**src/core/move_param_pkg.sv**
```systemverilog
// Package of constants and types for the move parameter and limit block.
package move_param_pkg;

	localparam int DIST_W = 32;
	localparam int DECEL_W = 15;
	localparam int MODE_W = 5;

	// Largest magnitude a move distance may hold; the change distance is not range checked.
	localparam logic [31:0] DIST_MAX = 32'h7FFFFFFF;

	// Deceleration is held in units of 0.167 rps/s; 1 to 32701 units.
	localparam logic [DECEL_W-1:0] DECEL_MIN = 15'h0001;
	localparam logic [DECEL_W-1:0] DECEL_MAX = 15'h7FBD;

	// Limit setting codes.
	localparam logic [1:0] LIM_CLOSED = 2'h1;
	localparam logic [1:0] LIM_OPEN = 2'h2;
	localparam logic [1:0] LIM_OFF = 2'h3;

	// Control modes that own the shared pulse and direction inputs.
	localparam logic [MODE_W-1:0] MODE_PULSE = 5'h07;
	localparam logic [MODE_W-1:0] MODE_OWN_LO = 5'h0B;
	localparam logic [MODE_W-1:0] MODE_OWN_HI = 5'h12;

	// Reset values used when the stored copy is invalid.
	localparam logic [31:0] CHG_RST = 32'h00000000;
	localparam logic [DECEL_W-1:0] DECEL_RST = 15'h0258;
	localparam logic [31:0] MOVE_RST = 32'h00000000;
	localparam logic [1:0] LIM_RST = 2'h3;

	// Parameter selectors of the command port.
	typedef enum logic [2:0] {
		SEL_CHG = 3'h0,
		SEL_DECEL = 3'h1,
		SEL_MOVE = 3'h2,
		SEL_LIMIT = 3'h3,
		SEL_JOG = 3'h4
	} param_sel_t;

	// Kinds of move that the profile generator may run.
	typedef enum logic [2:0] {
		MV_REL = 3'h0,
		MV_ABS = 3'h1,
		MV_SPEED_CHG = 3'h2,
		MV_MASK_SENSOR = 3'h3,
		MV_JOG = 3'h4
	} move_kind_t;

	// Decoded host command: write carries a value, a bare command queries.
	typedef struct packed {
		logic valid;
		logic write;
		param_sel_t sel;
		logic [DIST_W-1:0] value;
	} host_cmd_t;

	// Reply to a query: selector echoes the parameter name.
	typedef struct packed {
		logic valid;
		param_sel_t sel;
		logic [DIST_W-1:0] value;
	} host_reply_t;

	// Non-volatile image of the settings.
	typedef struct packed {
		logic valid;
		logic [DIST_W-1:0] chg;
		logic [DECEL_W-1:0] decel;
		logic [DIST_W-1:0] move;
		logic [1:0] limit;
	} nv_image_t;

	// Values handed to the motion profile generator at move start.
	typedef struct packed {
		logic cw;
		logic [DIST_W-1:0] travel;
		logic [DIST_W-1:0] target;
		logic [DECEL_W-1:0] decel;
	} move_setup_t;

endpackage

```
**src/core/limit_sync.sv**
```systemverilog
// Two-stage synchroniser with polarity decode for one limit input.
`timescale 1ns/1ns
module limit_sync
	import move_param_pkg::*;
(
	input wire logic clk,
	input wire logic rst_n,
	input wire logic pin,
	input wire logic [1:0] setting,
	output logic hit
);

	logic meta_reg;
	logic sync_reg;

	always_ff @(posedge clk or negedge rst_n) begin
		if (!rst_n) begin
			meta_reg <= 1'b1;
			sync_reg <= 1'b1;
		end else begin
			meta_reg <= pin;
			sync_reg <= meta_reg;
		end
	end

	// A low pin level means the circuit is energized, or closed.
	always_comb begin
		case (setting)
			LIM_CLOSED: hit = ~sync_reg;
			LIM_OPEN: hit = sync_reg;
			default: hit = 1'b0;
		endcase
	end

endmodule // limit_sync

```
**src/core/move_param_limit_logic.sv**
```systemverilog
// Move parameter store and end-of-travel limit handling for a motor drive.
// Behaviour
// - Change distance stored as magnitude; its sign is dropped.
// - Moves using change distance switch behaviour once travel reaches it.
// - Masked sensor feed ignores sensor until change distance is travelled.
// - Deceleration accepts 0.167 to 5461.067 rps/s in 0.167 steps.
// - Stored deceleration is used at end of point-to-point moves.
// - Positive move distance means clockwise, negative counter-clockwise.
// - Move distance is signed, magnitude up to 2,147,483,647.
// - Move distance is relative travel or absolute target.
// - Move distance sign selects the jog direction.
// - Active limit stops motion in its direction and raises an alarm.
// - Both limits share one setting: low, high or unused.
// - Setting 1: limit when input closed; stop at max acceleration.
// - Setting 2: limit when input open; stop at max acceleration.
// - Setting 3 disables limits; only 1, 2, 3 accepted.
// - Limit setting ignored in control mode 7 or 11 to 18.
// - Pulse input is clockwise limit, direction input counter-clockwise.
// - Jog assignment after limit setting takes the inputs, forces setting 3.
// - Control mode ownership overrides; limit and jog assignments: last wins.
// - Energized input reads low (closed); de-energized reads high (open).
`timescale 1ns/1ns
module move_param_limit_logic
	import move_param_pkg::*;
(
	input wire logic clk,
	input wire logic nrst,
	input wire host_cmd_t cmd,
	output host_reply_t reply,
	output logic cmd_reject,
	input wire nv_image_t nv_load,
	output nv_image_t nv_store,
	output logic nv_write,
	input wire logic [MODE_W-1:0] operating_profile_select,
	input wire logic step_pin,
	input wire logic dir_pin,
	input wire logic move_start,
	input wire move_kind_t move_kind,
	input wire logic move_active,
	input wire logic [DIST_W-1:0] travelled,
	input wire logic sensor_in,
	output move_setup_t setup,
	output logic change_reached,
	output logic sensor_enabled,
	output logic cw_inhibit,
	output logic ccw_inhibit,
	output logic stop_max_accel,
	output logic limit_alarm,
	output logic jog_inputs_owned,
	output logic limit_inputs_owned,
	output logic [1:0] gp_inputs
);

	logic rst_meta_reg;
	logic rst_n;
	logic [DIST_W-1:0] chg_reg;
	logic [DECEL_W-1:0] decel_reg;
	logic [DIST_W-1:0] move_reg;
	logic [1:0] limit_reg;
	logic loaded_reg;
	logic mode_owns;
	logic [1:0] eff_limit;
	logic cw_hit;
	logic ccw_hit;
	logic [DIST_W-1:0] abs_val;
	logic value_ok;
	logic cmd_wr;
	logic [DIST_W-1:0] move_mag;
	logic step_meta_reg;
	logic step_sync_reg;
	logic dir_meta_reg;
	logic dir_sync_reg;
	logic sensor_meta_reg;
	logic sensor_sync_reg;

	// Reset is asserted at once but released two edges late, so that every
	// flop of the block leaves reset on one clean edge.
	always_ff @(posedge clk or negedge nrst) begin
		if (!nrst) begin
			rst_meta_reg <= 1'b0;
			rst_n <= 1'b0;
		end else begin
			rst_meta_reg <= 1'b1;
			rst_n <= rst_meta_reg;
		end
	end

	// Magnitude of the incoming value, used by the change distance and by the
	// range check of the move distance.
	always_comb begin
		if (cmd.value[DIST_W-1]) begin
			abs_val = DIST_W'(-cmd.value);
		end else begin
			abs_val = cmd.value;
		end
	end

	// Range check per parameter on a write.
	always_comb begin
		case (cmd.sel)
			SEL_CHG: value_ok = 1'b1;
			SEL_DECEL: begin
				value_ok = (cmd.value >= 32'(DECEL_MIN))
					&& (cmd.value <= 32'(DECEL_MAX));
			end
			SEL_MOVE: value_ok = (abs_val <= DIST_MAX);
			SEL_LIMIT: begin
				value_ok = (cmd.value == 32'(LIM_CLOSED))
					|| (cmd.value == 32'(LIM_OPEN))
					|| (cmd.value == 32'(LIM_OFF));
			end
			SEL_JOG: value_ok = 1'b1;
			default: value_ok = 1'b0;
		endcase
	end

	assign cmd_wr = cmd.valid && cmd.write && value_ok;

	// Modes 7 and 11 to 18 own the shared pulse and direction inputs.
	assign mode_owns = (operating_profile_select == MODE_PULSE)
		|| ((operating_profile_select >= MODE_OWN_LO)
		&& (operating_profile_select <= MODE_OWN_HI));

	assign eff_limit = mode_owns ? LIM_OFF : limit_reg;

	// Settings restore once after reset from the non-volatile image.
	always_ff @(posedge clk or negedge rst_n) begin
		if (!rst_n) begin
			loaded_reg <= 1'b0;
		end else begin
			loaded_reg <= 1'b1;
		end
	end

	always_ff @(posedge clk or negedge rst_n) begin
		if (!rst_n) begin
			chg_reg <= CHG_RST;
		end else if (!loaded_reg) begin
			chg_reg <= nv_load.valid ? nv_load.chg : CHG_RST;
		end else if (cmd_wr && cmd.sel == SEL_CHG) begin
			chg_reg <= abs_val;
		end
	end

	always_ff @(posedge clk or negedge rst_n) begin
		if (!rst_n) begin
			decel_reg <= DECEL_RST;
		end else if (!loaded_reg) begin
			decel_reg <= nv_load.valid ? nv_load.decel : DECEL_RST;
		end else if (cmd_wr && cmd.sel == SEL_DECEL) begin
			decel_reg <= cmd.value[DECEL_W-1:0];
		end
	end

	always_ff @(posedge clk or negedge rst_n) begin
		if (!rst_n) begin
			move_reg <= MOVE_RST;
		end else if (!loaded_reg) begin
			move_reg <= nv_load.valid ? nv_load.move : MOVE_RST;
		end else if (cmd_wr && cmd.sel == SEL_MOVE) begin
			move_reg <= cmd.value;
		end
	end

	// Limit and jog assignments overwrite each other; the last one wins.
	always_ff @(posedge clk or negedge rst_n) begin
		if (!rst_n) begin
			limit_reg <= LIM_RST;
		end else if (!loaded_reg) begin
			limit_reg <= nv_load.valid ? nv_load.limit : LIM_RST;
		end else if (cmd_wr && cmd.sel == SEL_LIMIT) begin
			limit_reg <= cmd.value[1:0];
		end else if (cmd_wr && cmd.sel == SEL_JOG) begin
			limit_reg <= LIM_OFF;
		end
	end

	always_ff @(posedge clk or negedge rst_n) begin
		if (!rst_n) begin
			jog_inputs_owned <= 1'b0;
		end else if (cmd_wr && cmd.sel == SEL_JOG) begin
			jog_inputs_owned <= ~mode_owns;
		end else if (cmd_wr && cmd.sel == SEL_LIMIT) begin
			jog_inputs_owned <= 1'b0;
		end else if (mode_owns) begin
			jog_inputs_owned <= 1'b0;
		end
	end

	always_ff @(posedge clk or negedge rst_n) begin
		if (!rst_n) begin
			limit_inputs_owned <= 1'b0;
		end else begin
			limit_inputs_owned <= (eff_limit != LIM_OFF);
		end
	end

	// Every accepted write after the restore cycle is copied to the non-volatile store.
	always_ff @(posedge clk or negedge rst_n) begin
		if (!rst_n) begin
			nv_write <= 1'b0;
			nv_store <= '0;
		end else begin
			nv_write <= cmd_wr && loaded_reg;
			nv_store <= {1'b1, chg_reg, decel_reg, move_reg, limit_reg};
		end
	end

	// A bare command answers with its name and current value.
	always_ff @(posedge clk or negedge rst_n) begin
		if (!rst_n) begin
			reply <= '0;
			cmd_reject <= 1'b0;
		end else begin
			reply.valid <= cmd.valid && !cmd.write;
			reply.sel <= cmd.sel;
			case (cmd.sel)
				SEL_CHG: reply.value <= chg_reg;
				SEL_DECEL: reply.value <= 32'(decel_reg);
				SEL_MOVE: reply.value <= move_reg;
				SEL_LIMIT: reply.value <= 32'(limit_reg);
				SEL_JOG: reply.value <= 32'(jog_inputs_owned);
				default: reply.value <= '0;
			endcase
			cmd_reject <= cmd.valid && cmd.write && !value_ok;
		end
	end

	always_comb begin
		if (move_reg[DIST_W-1]) begin
			move_mag = DIST_W'(-move_reg);
		end else begin
			move_mag = move_reg;
		end
	end

	// Move setup is latched when the profile generator starts a move.
	always_ff @(posedge clk or negedge rst_n) begin
		if (!rst_n) begin
			setup <= '0;
		end else if (move_start) begin
			setup.cw <= ~move_reg[DIST_W-1];
			setup.decel <= decel_reg;
			if (move_kind == MV_ABS) begin
				setup.target <= move_reg;
				setup.travel <= '0;
			end else begin
				setup.travel <= move_mag;
				setup.target <= '0;
			end
		end
	end

	always_ff @(posedge clk or negedge rst_n) begin
		if (!rst_n) begin
			sensor_meta_reg <= 1'b1;
			sensor_sync_reg <= 1'b1;
		end else begin
			sensor_meta_reg <= sensor_in;
			sensor_sync_reg <= sensor_meta_reg;
		end
	end

	// A set in the same cycle as a move start wins, so the change point is
	// never lost; the generator must restart its travel count with each
	// move, or a restarted masked feed sees its sensor at once.
	always_ff @(posedge clk or negedge rst_n) begin
		if (!rst_n) begin
			change_reached <= 1'b0;
		end else if (move_active && travelled >= chg_reg) begin
			change_reached <= 1'b1;
		end else if (move_start) begin
			change_reached <= 1'b0;
		end
	end

	// Sensor is masked in the masked feed until the change point.
	always_ff @(posedge clk or negedge rst_n) begin
		if (!rst_n) begin
			sensor_enabled <= 1'b0;
		end else if (move_kind == MV_MASK_SENSOR && !change_reached) begin
			sensor_enabled <= 1'b0;
		end else begin
			sensor_enabled <= ~sensor_sync_reg;
		end
	end

	// The pulse input guards clockwise travel, the direction input the other.
	limit_sync u_cw_sync (
		.clk(clk),
		.rst_n(rst_n),
		.pin(step_pin),
		.setting(eff_limit),
		.hit(cw_hit)
	);

	limit_sync u_ccw_sync (
		.clk(clk),
		.rst_n(rst_n),
		.pin(dir_pin),
		.setting(eff_limit),
		.hit(ccw_hit)
	);

	always_ff @(posedge clk or negedge rst_n) begin
		if (!rst_n) begin
			cw_inhibit <= 1'b0;
			ccw_inhibit <= 1'b0;
			stop_max_accel <= 1'b0;
			limit_alarm <= 1'b0;
		end else begin
			cw_inhibit <= cw_hit;
			ccw_inhibit <= ccw_hit;
			stop_max_accel <= (cw_hit && setup.cw && move_active)
				|| (ccw_hit && !setup.cw && move_active);
			limit_alarm <= cw_hit || ccw_hit;
		end
	end

	// Synchronised pulse and direction inputs are handed on as general purpose when limits are off.
	always_ff @(posedge clk or negedge rst_n) begin
		if (!rst_n) begin
			step_meta_reg <= 1'b1;
			step_sync_reg <= 1'b1;
			dir_meta_reg <= 1'b1;
			dir_sync_reg <= 1'b1;
			gp_inputs <= 2'h3;
		end else begin
			step_meta_reg <= step_pin;
			step_sync_reg <= step_meta_reg;
			dir_meta_reg <= dir_pin;
			dir_sync_reg <= dir_meta_reg;
			if (eff_limit == LIM_OFF) begin
				gp_inputs <= {dir_sync_reg, step_sync_reg};
			end else begin
				gp_inputs <= 2'h3;
			end
		end
	end

endmodule // move_param_limit_logic

```
**config.mk**
```make
export PLATFORM = sky130hd
export DESIGN_NAME = move_param_limit_logic
export DESIGN_NICKNAME = d
export VERILOG_FILES = /design/src/core/move_param_pkg.sv /design/src/core/limit_sync.sv /design/src/core/move_param_limit_logic.sv
export SDC_FILE = /design/constraint.sdc
export NUM_CORES = 1
export LEC_CHECK = 0
export BUFFER_PORTS_ARGS = -buffer_cell sky130_fd_sc_hd__clkbuf_2
export CORE_UTILIZATION = 58
export CTS_BUF_LIST = sky130_fd_sc_hd__clkbuf_8
export DETAILED_ROUTE_END_ITERATION = 6
export HOLD_SLACK_MARGIN = 0.05
export PLACE_DENSITY_LB_ADDON = 0.12
export SLEW_MARGIN = 20
export SYNTH_ARGS = -nofsm -noshare
export SYNTH_HDL_FRONTEND = slang
export SYNTH_SLANG_ARGS = --single-unit
```
**constraint.sdc**
```tcl
create_clock -name clk -period 16.21 [get_ports clk]
set_input_delay 1.621 -clock clk [delete_from_list [all_inputs] [get_ports clk]]
set_output_delay 1.621 -clock clk [all_outputs]
set_load 0.005 [all_outputs]
```
Yosys cells after proc, flatten, opt, wreduce, memory -nomap -nowiden
Index checks and enable logic that the tools add are counted.
Widths: inputs -> output; s select.
- $add $sub $neg: 2
- order comparisons: 6
- equal/unequal tests: 18
- mux-type cells: 28
- bitwise operators: 5
- reduce and logical (&&, ||, !) cells: 31
- operator list (cell ; count):
    $mux 32 ; 8
    $pmux 32 s5 ; 1
    $eq 32x2->1 const B ; 2
    $mux 64 ; 1
    $neg 32->32 ; 2
    $mux 15 ; 3
    $eq 32x1->1 const B ; 1
    $ge 32x1->1 const B ; 1
    $ge 32x32->1 ; 1
    $le 32x15->1 const B ; 1
    $le 32x31->1 const B ; 1
    $logic_and 1x1->1 ; 18
    $mux 2 ; 6
    $eq 3x2->1 const B ; 3
    $eq 3x1->1 const B ; 2
    $mux 1 ; 6
    $ne 2x1->1 const B ; 3
    $eq 5x3->1 const B ; 1
    $ge 5x4->1 const B ; 1
    $le 5x5->1 const B ; 1
    $logic_or 1x1->1 ; 5
    $not 1->1 ; 5
    $eq 2x2->1 const B ; 2
    $logic_not 1->1 ; 4
    other kinds (10) ; 11
- bits in registers: 299
- input bits: 166
- output and inout port bits: 210
- logic and storage cells: 125

Logic depth before layout (Yosys ltp)
Gate-level depths: netlist of the first run.
- depth in word-level cells: 9
- mapped depth: 11

Hierarchy
From an unflattened synthesis of the first run, not the netlist that was laid out.
- cells, all modules: 1250
- area total of the unflattened synthesis: 13442.9 um^2
- by module, submodules not included (module ; instances ; cells an instance ; area an instance (um^2) ; seq. area each (um^2)):
    move_param_limit_logic ; 1 ; 1240 ; 13292.7 ; 7499.7
    limit_sync ; 2 ; 5 ; 75.1 ; 52.6

Worst setup path before layout of the first run
No wires, ideal clock.
- path type: in2reg
- from: input cmd[12] (netlist name)
- to: register chg_reg[21]
- arrival time: 3.660 ns
- data required time: 16.083 ns
- setup slack: 12.423 ns
- cell stages on the path: 7
- path buffers: 1
- cells stage by stage: clkbuf_1 -> or4_1 -> or4_1 -> or4_1 -> o31ai_1 -> xor2_1 -> o21ai_1
- word-level cells in the longest chain between the ends: 7
- elaborated cells on any way between the ends: 17
- classes of those cells: 1 x add/sub; 3 x order compare; 4 x eq/ne; 4 x mux; 5 x reduce/logical
- ends and longest elaborated chain (what ; line ; source):
    start, declared ; move_param_limit_logic.sv:28 ; input wire host_cmd_t cmd,
    $neg 32->32 (tied with other cells) ; move_param_limit_logic.sv:92 ; abs_val = DIST_W'(-cmd.value);
    $mux 32 or $logic_or 1x1->1 (tied branches) ; move_param_limit_logic.sv:91, move_param_limit_logic.sv:109 ;
    $le 32x31->1 or $logic_or 1x1->1 (tied branches) ; move_param_limit_logic.sv:106, move_param_limit_logic.sv:110 ;
    $pmux 1 s4 ; move_param_limit_logic.sv:100 ; case (cmd.sel)
    $logic_and 1x1->1 ; move_param_limit_logic.sv:117 ; assign cmd_wr = cmd.valid && cmd.write && value_ok;
    $logic_and 1x1->1 ; move_param_limit_logic.sv:140 ; end else if (cmd_wr && cmd.sel == SEL_CHG) begin
    $ne 2x1->1 (no source line) ; -- ;
    end signal, assigned ; move_param_limit_logic.sv:139 ; chg_reg <= nv_load.valid ? nv_load.chg : CHG_RST;
    end signal, assigned ; move_param_limit_logic.sv:141 ; chg_reg <= abs_val;
    end, declared ; move_param_limit_logic.sv:56 ; logic [DIST_W-1:0] chg_reg;
Several ways; a longest one is shown, not always the timed one. The select of a mux whose other input is x is not followed.
A chain may end at the register's enable or synchronous reset.

Worst setup path after layout of the first run
- from: input cmd[1] (netlist name)
- to: register decel_reg[9]
- word-level cells in the longest chain between the ends: 7
- elaborated cells on any way between the ends: 15
- classes of those cells: 1 x add/sub; 3 x order compare; 4 x eq/ne; 2 x mux; 5 x reduce/logical
- ends and longest elaborated chain (what ; line ; source):
    $neg 32->32 (tied with other cells) ; move_param_limit_logic.sv:92 ;
    $mux 32 or $logic_or 1x1->1 (tied branches) ; move_param_limit_logic.sv:91, move_param_limit_logic.sv:109 ;
    $le 32x31->1 or $logic_or 1x1->1 (tied branches) ; move_param_limit_logic.sv:106, move_param_limit_logic.sv:110 ;
    $pmux 1 s4 (*) ; move_param_limit_logic.sv:100 ;
    $logic_and 1x1->1 (*) ; move_param_limit_logic.sv:117 ;
    $logic_and 1x1->1 (*) ; move_param_limit_logic.sv:150 ; end else if (cmd_wr && cmd.sel == SEL_DECEL) begin
    $ne 2x1->1 (no source line) (*) ; -- ;
    end signal, assigned ; move_param_limit_logic.sv:149 ; decel_reg <= nv_load.valid ? nv_load.decel : DECEL_RST;
    end signal, assigned ; move_param_limit_logic.sv:151 ; decel_reg <= cmd.value[DECEL_W-1:0];
    end, declared ; move_param_limit_logic.sv:57 ; logic [DECEL_W-1:0] decel_reg;
Mark *: on every way between the ends. The rest lies on a longest branch, timed or not.

==> flow_summary.ini, run 1 <==
[route]
drc = 0
route.met2.wl_mm = 19.2
ant_nets = 0
maxUsedRoutingLayer = met4
wl_per_cell_um = 21.8
drt_wl_total_mm = 41.2
first_iter_violations = 963
vias = 11300
wl_met1_mm = 17.4
firstDrtPassIters = 5
met3_wirelength_mm = 3.49
routed_via_density = 6.00

[timing]
finalHoldViolations = 0
setup_tns_ns = 0
period_needed_ns = 4.28
post-route-period-util_pct = 26.4
slew_viol_final = 0
rsz0062_at_grt = no
worstMarginPinSlew_ns = 1.10
timing.fmax_mhz = 233
slew_headroom_pct = 26.4
finalSetupViolCount = 0
fin_worst_skew_ns = 0.0191

[clock_tree]
clockBufferDepth = 3
postCtsSetupBuffers = 0
tritoncts = done
ctsHoldBuffers = 0
cts_buffers = 48
cts_root_buf = clkbuf_8
clock_latency_ns = 0.57
clkSlewWorstSetupHoldPaths_ns = 0.06
cts_resized = 0
h-tree-depth = 2
cts_num_sinks = 299

[place]
place_hpwl_mm = 29.3
gp_congestion = 0.909
portBuffers = 375
dp.cells = 1799

[worst_setup_path]
r2r_slack_ns = 13.18
required_ns = 16.65
cp.arrival_ns = 4.73
r2r_cells = 8
critical_path_class = input pin to register
path_max_fanout = 26
startpoint_type = input pin
end_kind = register

[cells_and_area]
finalNonFillerCells = 1886
top_regs = nv_store: 82 flops, setup: 80 flops, reply: 36 flops
area_delta_synth_final_pct = 20.9
drive_above_1_share_pct = 31.9
final_util_pct = 71.6
final_nets = 1768
largest_register = nv_store
fillers = 1758
largest_reg_flops = 82
multiInputGateArea_um2 = 5230
seq_area_um2 = 7510

[synth]
synth_seq_cells = 299
synth_area_per_cell_um2 = 10.9
synth-compound-area-share_pct = 14.8
dominantRegCellSynth = dfrtp_1
synth_top_family_by_area = compound AO/OA/AOI/OAI gates
syn-cell-area_um2 = 13400
async_flop_share_pct = 100
yosys.area_share.xor_xnor_pct = 3.79
seq_area_frac_synth_pct = 56.0
synth_mux_area_share_pct = 2.77
synth_edf_count = 0
yosys.area_share.simple_pct = 13.9
synth_warnings = 0
synth_cell_types = 72
synthCells = 1229
synthAdderAreaFrac_pct = 3.55

[min_path]
hp-class = register to register
min_path_cells = 0

[die]
rows = 55
core-area_um2 = 22600
die_y_um = 154
start_util_pct = 59.2
ios = 376
die_x_um = 154
die_area_um2 = 23700

[power_and_ir_drop]
leakagePower_nw = 8.03
ir_worst_vdd_v = 0.0000883
power_density_nw_per_um2 = 110

[global_route]
antenna_found_initial = 1
track_usage_pct = 35.0
grt_pass1_wl_mm = 63.1
grt_max_degree = 164
grt_pass1_vias = 10900
grt-ovfl-total = 0

[outcome]
status = completed

[job]
maxCapViolCount = 0
==> cells in the mapped netlist (24+ instances only) <==
cell type  number  area (µm²)
dfrtp_1       285        7130
nand2_1       125         469
nand3_1       117         586
clkbuf_1       59         221
nor2_1         59         221
o2bb2ai_1      57         499
a21oi_1        56         280
inv_1          46         173
ha_1           38         475
o21ai_0        34         170
xor2_1         32         280
xnor2_1        26         228
a221oi_1       24         210
==> layout make-up <==
cell class / count / area share (%)
diodes: 1 / 0.0154
clock buffers: 61 / 5.18
clock inverters: 25 / 0.819
inverters: 47 / 1.09
multi-input cells: 784 / 32.2
flip-flops and latches: 299 / 46.3
well taps: 285 / 2.20
repair buffers: 384 / 12.1
==> critical path, stage by stage <==
cell and delay [ns]:
clkbuf_2 0.19, inv_1 0.17, ha_1 0.20, and4b_1 0.20, a31o_2 0.23, a2111oi_0 0.57
o2111a_2 0.37, and2b_1 0.76, mux2i_1 0.29, a21oi_1 0.10
==> layout by cell type (no fill, tap or decap), drive strengths merged, types with 17 or more instances in the layout <==
cell / synthesis / layout
a21oi: 56 / 56
a221oi: 27 / 27
a22o: 17 / 17
clkbuf: 63 / 436
dfrtp: 285 / 285
ha: 38 / 38
inv: 46 / 65
mux2i: 18 / 18
nand2: 125 / 125
nand3: 117 / 117
nor2: 60 / 60
o21ai: 35 / 35
o2bb2ai: 57 / 57
o31ai: 18 / 18
xnor2: 26 / 26
xor2: 32 / 32
==> metal layers <==
metal / vias to the layer above / track usage (%)
li1: 5050 / -
met4: 0 / 11.9
met3: 81 / 6.40
met5: - / 0
met2: 630 / 53.9
met1: 5553 / 50.4
==> final timing paths <==
path	start	endpoint
worst max-delay path	cmd[1]	decel_reg[9]
max in group asynchronous	rst_n	move_reg[31]
worst min register to register	u_cw_sync.meta_reg	step_sync_reg
worst min-delay path	u_cw_sync.meta_reg	step_sync_reg
worst max register to register	move_reg[0]	setup[71]
min in group asynchronous	rst_n	nv_store[71]
==> per-stage QoR <==
step	total power [mW]	hold slack (ns)	instance area, µm²	setup WS, ns
after floorplan	1.02	0.331	13400	7.28
after global placement	1.14	0.341	15200	11.49
after detailed placement	1.15	0.339	15200	11.38
after CTS	1.79	0.355	16200	11.95
after global routing	1.86	0.362	16200	11.80
final	1.79	0.355	16200	11.93
==> power by group <==
part	leakage, nW	internal [mW]	switching (mW)
clock network	0.565	0.353	0.293
logic	3.69	0.114	0.147
registers	3.77	0.816	0.0669
==> kinds of logic (layout without fill, tap and decap cells) <==
group                    count (synthesis)  after routing
flip-flops                             299            299
AO/OA/AOI/OAI                          267            267
buffers and inverters                  147            517
AND/OR/NAND/NOR                        385            385
XOR/XNOR                                58             58
adder cells (fa/ha/maj)                 38             38
other                                    1              3
multiplexers                            34             34
Power figures use the tool's default switching activity.
==> run 2: changes to the inputs <==
--- a/config.mk
+++ b/config.mk
@@ -5,8 +5,9 @@
 export SDC_FILE = /design/constraint.sdc
 export NUM_CORES = 1
 export LEC_CHECK = 0
+export ABC_AREA = 1
 export BUFFER_PORTS_ARGS = -buffer_cell sky130_fd_sc_hd__clkbuf_2
-export CORE_UTILIZATION = 58
+export CORE_UTILIZATION = 55
 export CTS_BUF_LIST = sky130_fd_sc_hd__clkbuf_8
 export DETAILED_ROUTE_END_ITERATION = 6
 export HOLD_SLACK_MARGIN = 0.05
==> constraint.sdc (replaced) <==
create_clock -name clk -period 4.5 [get_ports clk]
set_input_delay 0.45 -clock clk [delete_from_list [all_inputs] [get_ports clk]]
set_output_delay 0.45 -clock clk [all_outputs]
set_load 0.005 [all_outputs]
==> flow_summary.ini, run 2 <==
[place]
gp_congestion = 0.966
portBuffers = 375
placed_area_um2 = 16000
place_hpwl_mm = 33.9
dp.cells = 2231

[cells_and_area]
final_common_cell = nand2_1
fillers = 2066
top_regs = nv_store: 82 flops, setup: 80 flops, reply: 36 flops
largest_register = nv_store
drive_above_1_share_pct = 29.6
final_util_pct = 69.5
largest_reg_flops = 82
area_delta_synth_final_pct = 22.6
finalNonFillerCells = 2328
stdcell_area_um2 = 17100
final_nets = 2169
final_cell_mix = 488 x nand2_1, 375 x clkbuf_2, 284 x dfrtp_1

[worst_setup_path]
cp_top_family = buffers and inverters
path_cells = inv_2 -> nand2_1 -> inv_2 -> buf_4 -> nand2_1 -> o21ai_0 -> nand2_1 -> o21ai_2
r2r-start = nv_store[81]
path_max_fanout = 42
crit_path_frequent_cell = nand2_1
cp.arrival_ns = 3.44
cp-startpoint = nv_store[81]
r2r_cells = 8
r2r_slack_ns = 1.51
cp_slowest_cell = inv_2
end_kind = register
startpoint_type = register
r2r-end = chg_reg[20]
critical_path_class = register to register
crit_buf_inv = 3
max_stage_delay_ns = 0.69
required_ns = 4.96

[clock_tree]
clock_latency_ns = 0.58
cts_buffers = 49
h-tree-depth = 2
clkSlewWorstSetupHoldPaths_ns = 0.06
tritoncts = done
cts_num_sinks = 299
cts_resized = 0
cts_root_buf = clkbuf_8
clockBufferDepth = 3

[synth]
synth_most_common_cell = nand2_1
synth_area_leaders = dfrtp_1 51%, nand2_1 13%, o21ai_0 4.9%, o21ai_2 3.8%, inv_1 3.8%
seq_area_frac_synth_pct = 53.8
netlist_top_cells_count = 488 x nand2_1, 285 x dfrtp_1, 140 x inv_1, 136 x o21ai_0, 84 x nor2_1
synth_warnings = 0
synth_seq_cells = 299
synth_edf_count = 0
yosysTopAreaCellShare_pct = 51.1
synth_area_per_cell_um2 = 8.81
synth_cell_types = 50
yosysTopAreaCell = dfrtp_1
synthCells = 1584
dominantRegCellSynth = dfrtp_1
async_flop_share_pct = 100
syn-cell-area_um2 = 14000

[route]
wl_per_cell_um = 19.4
route.met2.wl_mm = 20.3
first_iter_violations = 1354
drt_wl_total_mm = 45.0
met3_wirelength_mm = 4.07
firstDrtPassIters = 6
ant_nets = 0
wl_met1_mm = 19.1
maxUsedRoutingLayer = met4
routed_via_density = 5.46
drc = 0
vias = 12700

[timing]
finalHoldViolations = 0
worstMarginPinSlew_ns = 1.04
rsz0062_at_grt = no
setup_tns_ns = 0
finalSetupViolCount = 0
fin_worst_skew_ns = 0.0364
period_needed_ns = 2.99
post-route-period-util_pct = 66.3
timing.fmax_mhz = 335
slew_viol_final = 0
slew_headroom_pct = 30.6

[global_route]
grt_max_degree = 116
grt-ovfl-total = 0
grt_pass1_vias = 12400
grt_pass1_wl_mm = 69.0
antenna_found_initial = 4
track_usage_pct = 34.8

[die]
core-area_um2 = 24600
rows = 57
die_x_um = 161
start_util_pct = 56.7
ios = 376
die_y_um = 161
die_area_um2 = 26000

[power_and_ir_drop]
leakagePower_nw = 9.04
finalPower_mw = 6.76
power_density_nw_per_um2 = 395
ir_worst_vdd_v = 0.000262

[min_path]
holdPathEnd = reply[35]
hp-class = input pin to register
worstHoldStart = cmd[35]
min_path_cells = 2

[job]
maxCapViolCount = 0

[outcome]
status = completed
## run 2: cell count changes in the layout (fill, tap and decap cells not counted), sizes merged, moves of 39 or more
cell     delta
o2bb2ai    -57
nand3      -61
nand2     +386
inv       +100
o21ai     +176
nor2       +39
## run 2: kinds of logic (layout without fill, tap and decap cells)
family / count (synthesis) / after routing / share of synthesized area (%)
xor gates and xnor gates: 6 / 6 / 0.377
AOI/OAI and AO/OA: 325 / 325 / 14.6
other: 1 / 6 / 0.0269
buffers and inverters: 213 / 628 / 6.60
adders and majority gates: 38 / 38 / 3.41
DFF: 299 / 299 / 53.8
and+or+nand+nor: 702 / 702 / 21.3
## run 2: timing repair
item / 4_1_cts / 5_1_grt
hold buffers: 7 / 0
buffers inserted: 0 / 0
endpoints found under the hold margin: 8 / 0
## run 2: per-stage QoR
step	hold WS, ns	setup WS [ns]
6_report	0.0601	1.51
2_1_floorplan	0.154	1.53
4_1_cts	0.0574	1.29
3_3_place_gp	0.181	1.38
5_1_grt	0.0552	1.32
3_5_place_dp	0.182	1.27
## run 2: routing by layer
layer / global-route usage, % / up-vias
li1: - / 5940
met1: 49.7 / 6010
met2: 53.1 / 672
met3: 6.24 / 97
met4: 13.9 / 0
met5: 0 / -
## run 2: area by class of cell
class	count	area [µm²]	area share (%)
flip-flops and latches	299	7500	43.9
inverters	151	567	3.31
well taps	324	405	2.37
clock inverters	21	148	0.863
clock buffers	65	895	5.23
repair buffers	391	2040	11.9
diodes	4	10.0	0.0585
multi-input cells	1073	5540	32.4
## run 2: worst reg2reg max path: cells and delay by family, from the launching register on
family / cells / cell delay, ns
buf+inv: 3 / 1.71
simple gates: 3 / 0.58
flops: 1 / 0.39
compound gates: 2 / 0.20
## run 2: how the worst max path moves through the flow
stage	end	slack, ns	cells after the start
3_3_place_gp	chg_reg[5]	1.38	7
2_1_floorplan	ccw_inhibit	1.53	0
3_5_place_dp	chg_reg[5]	1.27	7
6_report	chg_reg[20]	1.51	8
5_1_grt	move_reg[26]	1.32	8
4_1_cts	chg_reg[5]	1.29	7
## run 2: power by group
group | internal [mW] | switching, mW
Combinational | 0.416 | 0.710
Clock | 1.40 | 1.08
Sequential | 2.96 | 0.196
Total | 4.78 | 1.98
==> run 3: changes to the inputs <==
--- a/config.mk
+++ b/config.mk
@@ -5,9 +5,9 @@
 export SDC_FILE = /design/constraint.sdc
 export NUM_CORES = 1
 export LEC_CHECK = 0
-export ABC_AREA = 1
+export ABC_AREA = 0
 export BUFFER_PORTS_ARGS = -buffer_cell sky130_fd_sc_hd__clkbuf_2
-export CORE_UTILIZATION = 55
+export CORE_UTILIZATION = 54
 export CTS_BUF_LIST = sky130_fd_sc_hd__clkbuf_8
 export DETAILED_ROUTE_END_ITERATION = 6
 export HOLD_SLACK_MARGIN = 0.05
==> constraint.sdc (replaced) <==
create_clock -name clk -period 2.9 [get_ports clk]
set_input_delay 0.29 -clock clk [delete_from_list [all_inputs] [get_ports clk]]
set_output_delay 0.29 -clock clk [all_outputs]
set_load 0.005 [all_outputs]
==> flow_summary.ini, run 3 (synthesis gave the netlist of run 1 again) <==
[worst_setup_path]
cp_slowest_cell = or4b_2
end_kind = register
max_stage_delay_ns = 0.65
cp_top_family = simple AND/OR/NAND/NOR gates
startpoint_type = register
cp.arrival_ns = 3.18
path_cells = inv_1 -> ha_1 -> or4b_2 -> nor3_1 -> buf_4 -> nand3_1 -> o41ai_1 -> xor2_1 -> o2bb2ai_1
crit_buf_inv = 2
path_max_fanout = 4
required_ns = 3.35
critical_path_class = register to register

[clock_tree]
cts_buffers = 48
postCtsSetupBuffers = 0
cts_resized = 0
cts_num_sinks = 299
cts_root_buf = clkbuf_8
clock_latency_ns = 0.57
tritoncts = done
clkSlewWorstSetupHoldPaths_ns = 0.07
h-tree-depth = 2
clockBufferDepth = 3

[timing]
period_needed_ns = 2.73
worstMarginPinSlew_ns = 0.860
finalSetupViolCount = 0
setup_tns_ns = 0
slew_viol_final = 0
finalHoldViolations = 0
slew_headroom_pct = 42.6
timing.fmax_mhz = 367
fin_worst_skew_ns = 0.0167
rsz0062_at_grt = no
post-route-period-util_pct = 94.0

[cells_and_area]
top_regs = nv_store: 82 flops, setup: 80 flops, reply: 36 flops
largest_reg_flops = 82
final_util_pct = 72.9
largest_register = nv_store
area_delta_synth_final_pct = 32.2
drive_above_1_share_pct = 32.3
final_common_cell = clkbuf_2
final_nets = 1912
final_cell_mix = 375 x clkbuf_2, 283 x dfrtp_1, 125 x nand2_1

[power_and_ir_drop]
power_density_nw_per_um2 = 582
ir_worst_vdd_v = 0.000399
leakagePower_nw = 8.73

[die]
ios = 376
die_y_um = 160
core-area_um2 = 24300
die_area_um2 = 25500
start_util_pct = 55.1
die_x_um = 160
rows = 57

[global_route]
antenna_found_initial = 1
grt-ovfl-total = 0
track_usage_pct = 34.4
grt_pass1_wl_mm = 67.2
grt_pass1_vias = 11900
grt_max_degree = 128

[job]
maxCapViolCount = 0

[route]
first_iter_violations = 967
wl_per_cell_um = 21.0
ant_nets = 0
routed_via_density = 5.75
drc = 0
drt_wl_total_mm = 43.6
vias = 11900
firstDrtPassIters = 5

[place]
place_hpwl_mm = 30.8
portBuffers = 375
gp_congestion = 0.898

[min_path]
hp-class = input pin to register

[outcome]
status = completed
==> run 3: worst reg2reg max path, delay by kind of cell, from the launching register on <==
kind                     cells  cell delay [ns]
flip-flops                   1             0.38
AO/OA/AOI/OAI                2             0.47
AND/OR/NAND/NOR              3             1.10
buffers and inverters        2             0.29
XOR/XNOR                     1             0.18
adder cells (fa/ha/maj)      1             0.19
==> run 3: final cells by class <==
cell class / count / area, µm²
antenna: 1 / 2.50
clock buffer: 66 / 908
clock inverter: 23 / 109
fill: 1772 / 6590
inverter: 47 / 176
multi-input combinational: 784 / 5220
sequential: 299 / 7510
tap: 324 / 405
timing repair buffer: 528 / 3390
==> run 3: stage by stage <==
stage / total power, mW / setup slack (ns) / area (µm²) / hold slack (ns) / std cells
2_1_floorplan: 5.68 / -0.0684 / 13400 / -0.00559 / 1230
3_3_place_gp: 6.47 / 0.202 / 15700 / 0.0763 / 1885
3_5_place_dp: 6.51 / 0.135 / 15700 / 0.0766 / 1885
4_1_cts: 10.3 / 0.198 / 17700 / 0.0561 / 2071
5_1_grt: 10.7 / 0.0393 / 17700 / 0.0589 / 2072
6_report: 10.3 / 0.174 / 17700 / 0.0809 / 2072
==> run 3: where the power goes <==
part | total [mW] | internal [mW] | switching [mW]
logic | 1.68 | 0.781 | 0.895
registers | 4.92 | 4.56 | 0.358
clock network | 3.72 | 2.03 | 1.69
total | 10.3 | 7.37 | 2.94
==> run 3: per-layer routing <==
metal	track usage, %	up-vias	wire, µm
li1	-	5340	-
met1	46.8	5864	18200
met2	53.8	613	20200
met3	7.66	104	3550
met4	13.9	0	1620
met5	0	-	0
==> run 3: path summary, 6_finish.rpt <==
kind / startpoint / end / slack [ns] / cells after the start
max: move_reg[0] / setup[71] / 0.17 / 9
min: cmd[33] / reply[33] / 0.08 / 1
max reg2reg: move_reg[0] / setup[71] / 0.17 / 9
min reg2reg: u_cw_sync.meta_reg / step_sync_reg / 0.36 / 0
max in group asynchronous: rst_n / limit_reg[1] / 1.62 / 1
min in group asynchronous: rst_n / nv_store[72] / 0.44 / 0
==> run 3: timing repair <==
item | in CTS | in global routing
setup endpoints to repair | 0 | 0
hold buffers | 97 | 0
endpoints found under the hold margin | 88 | 0
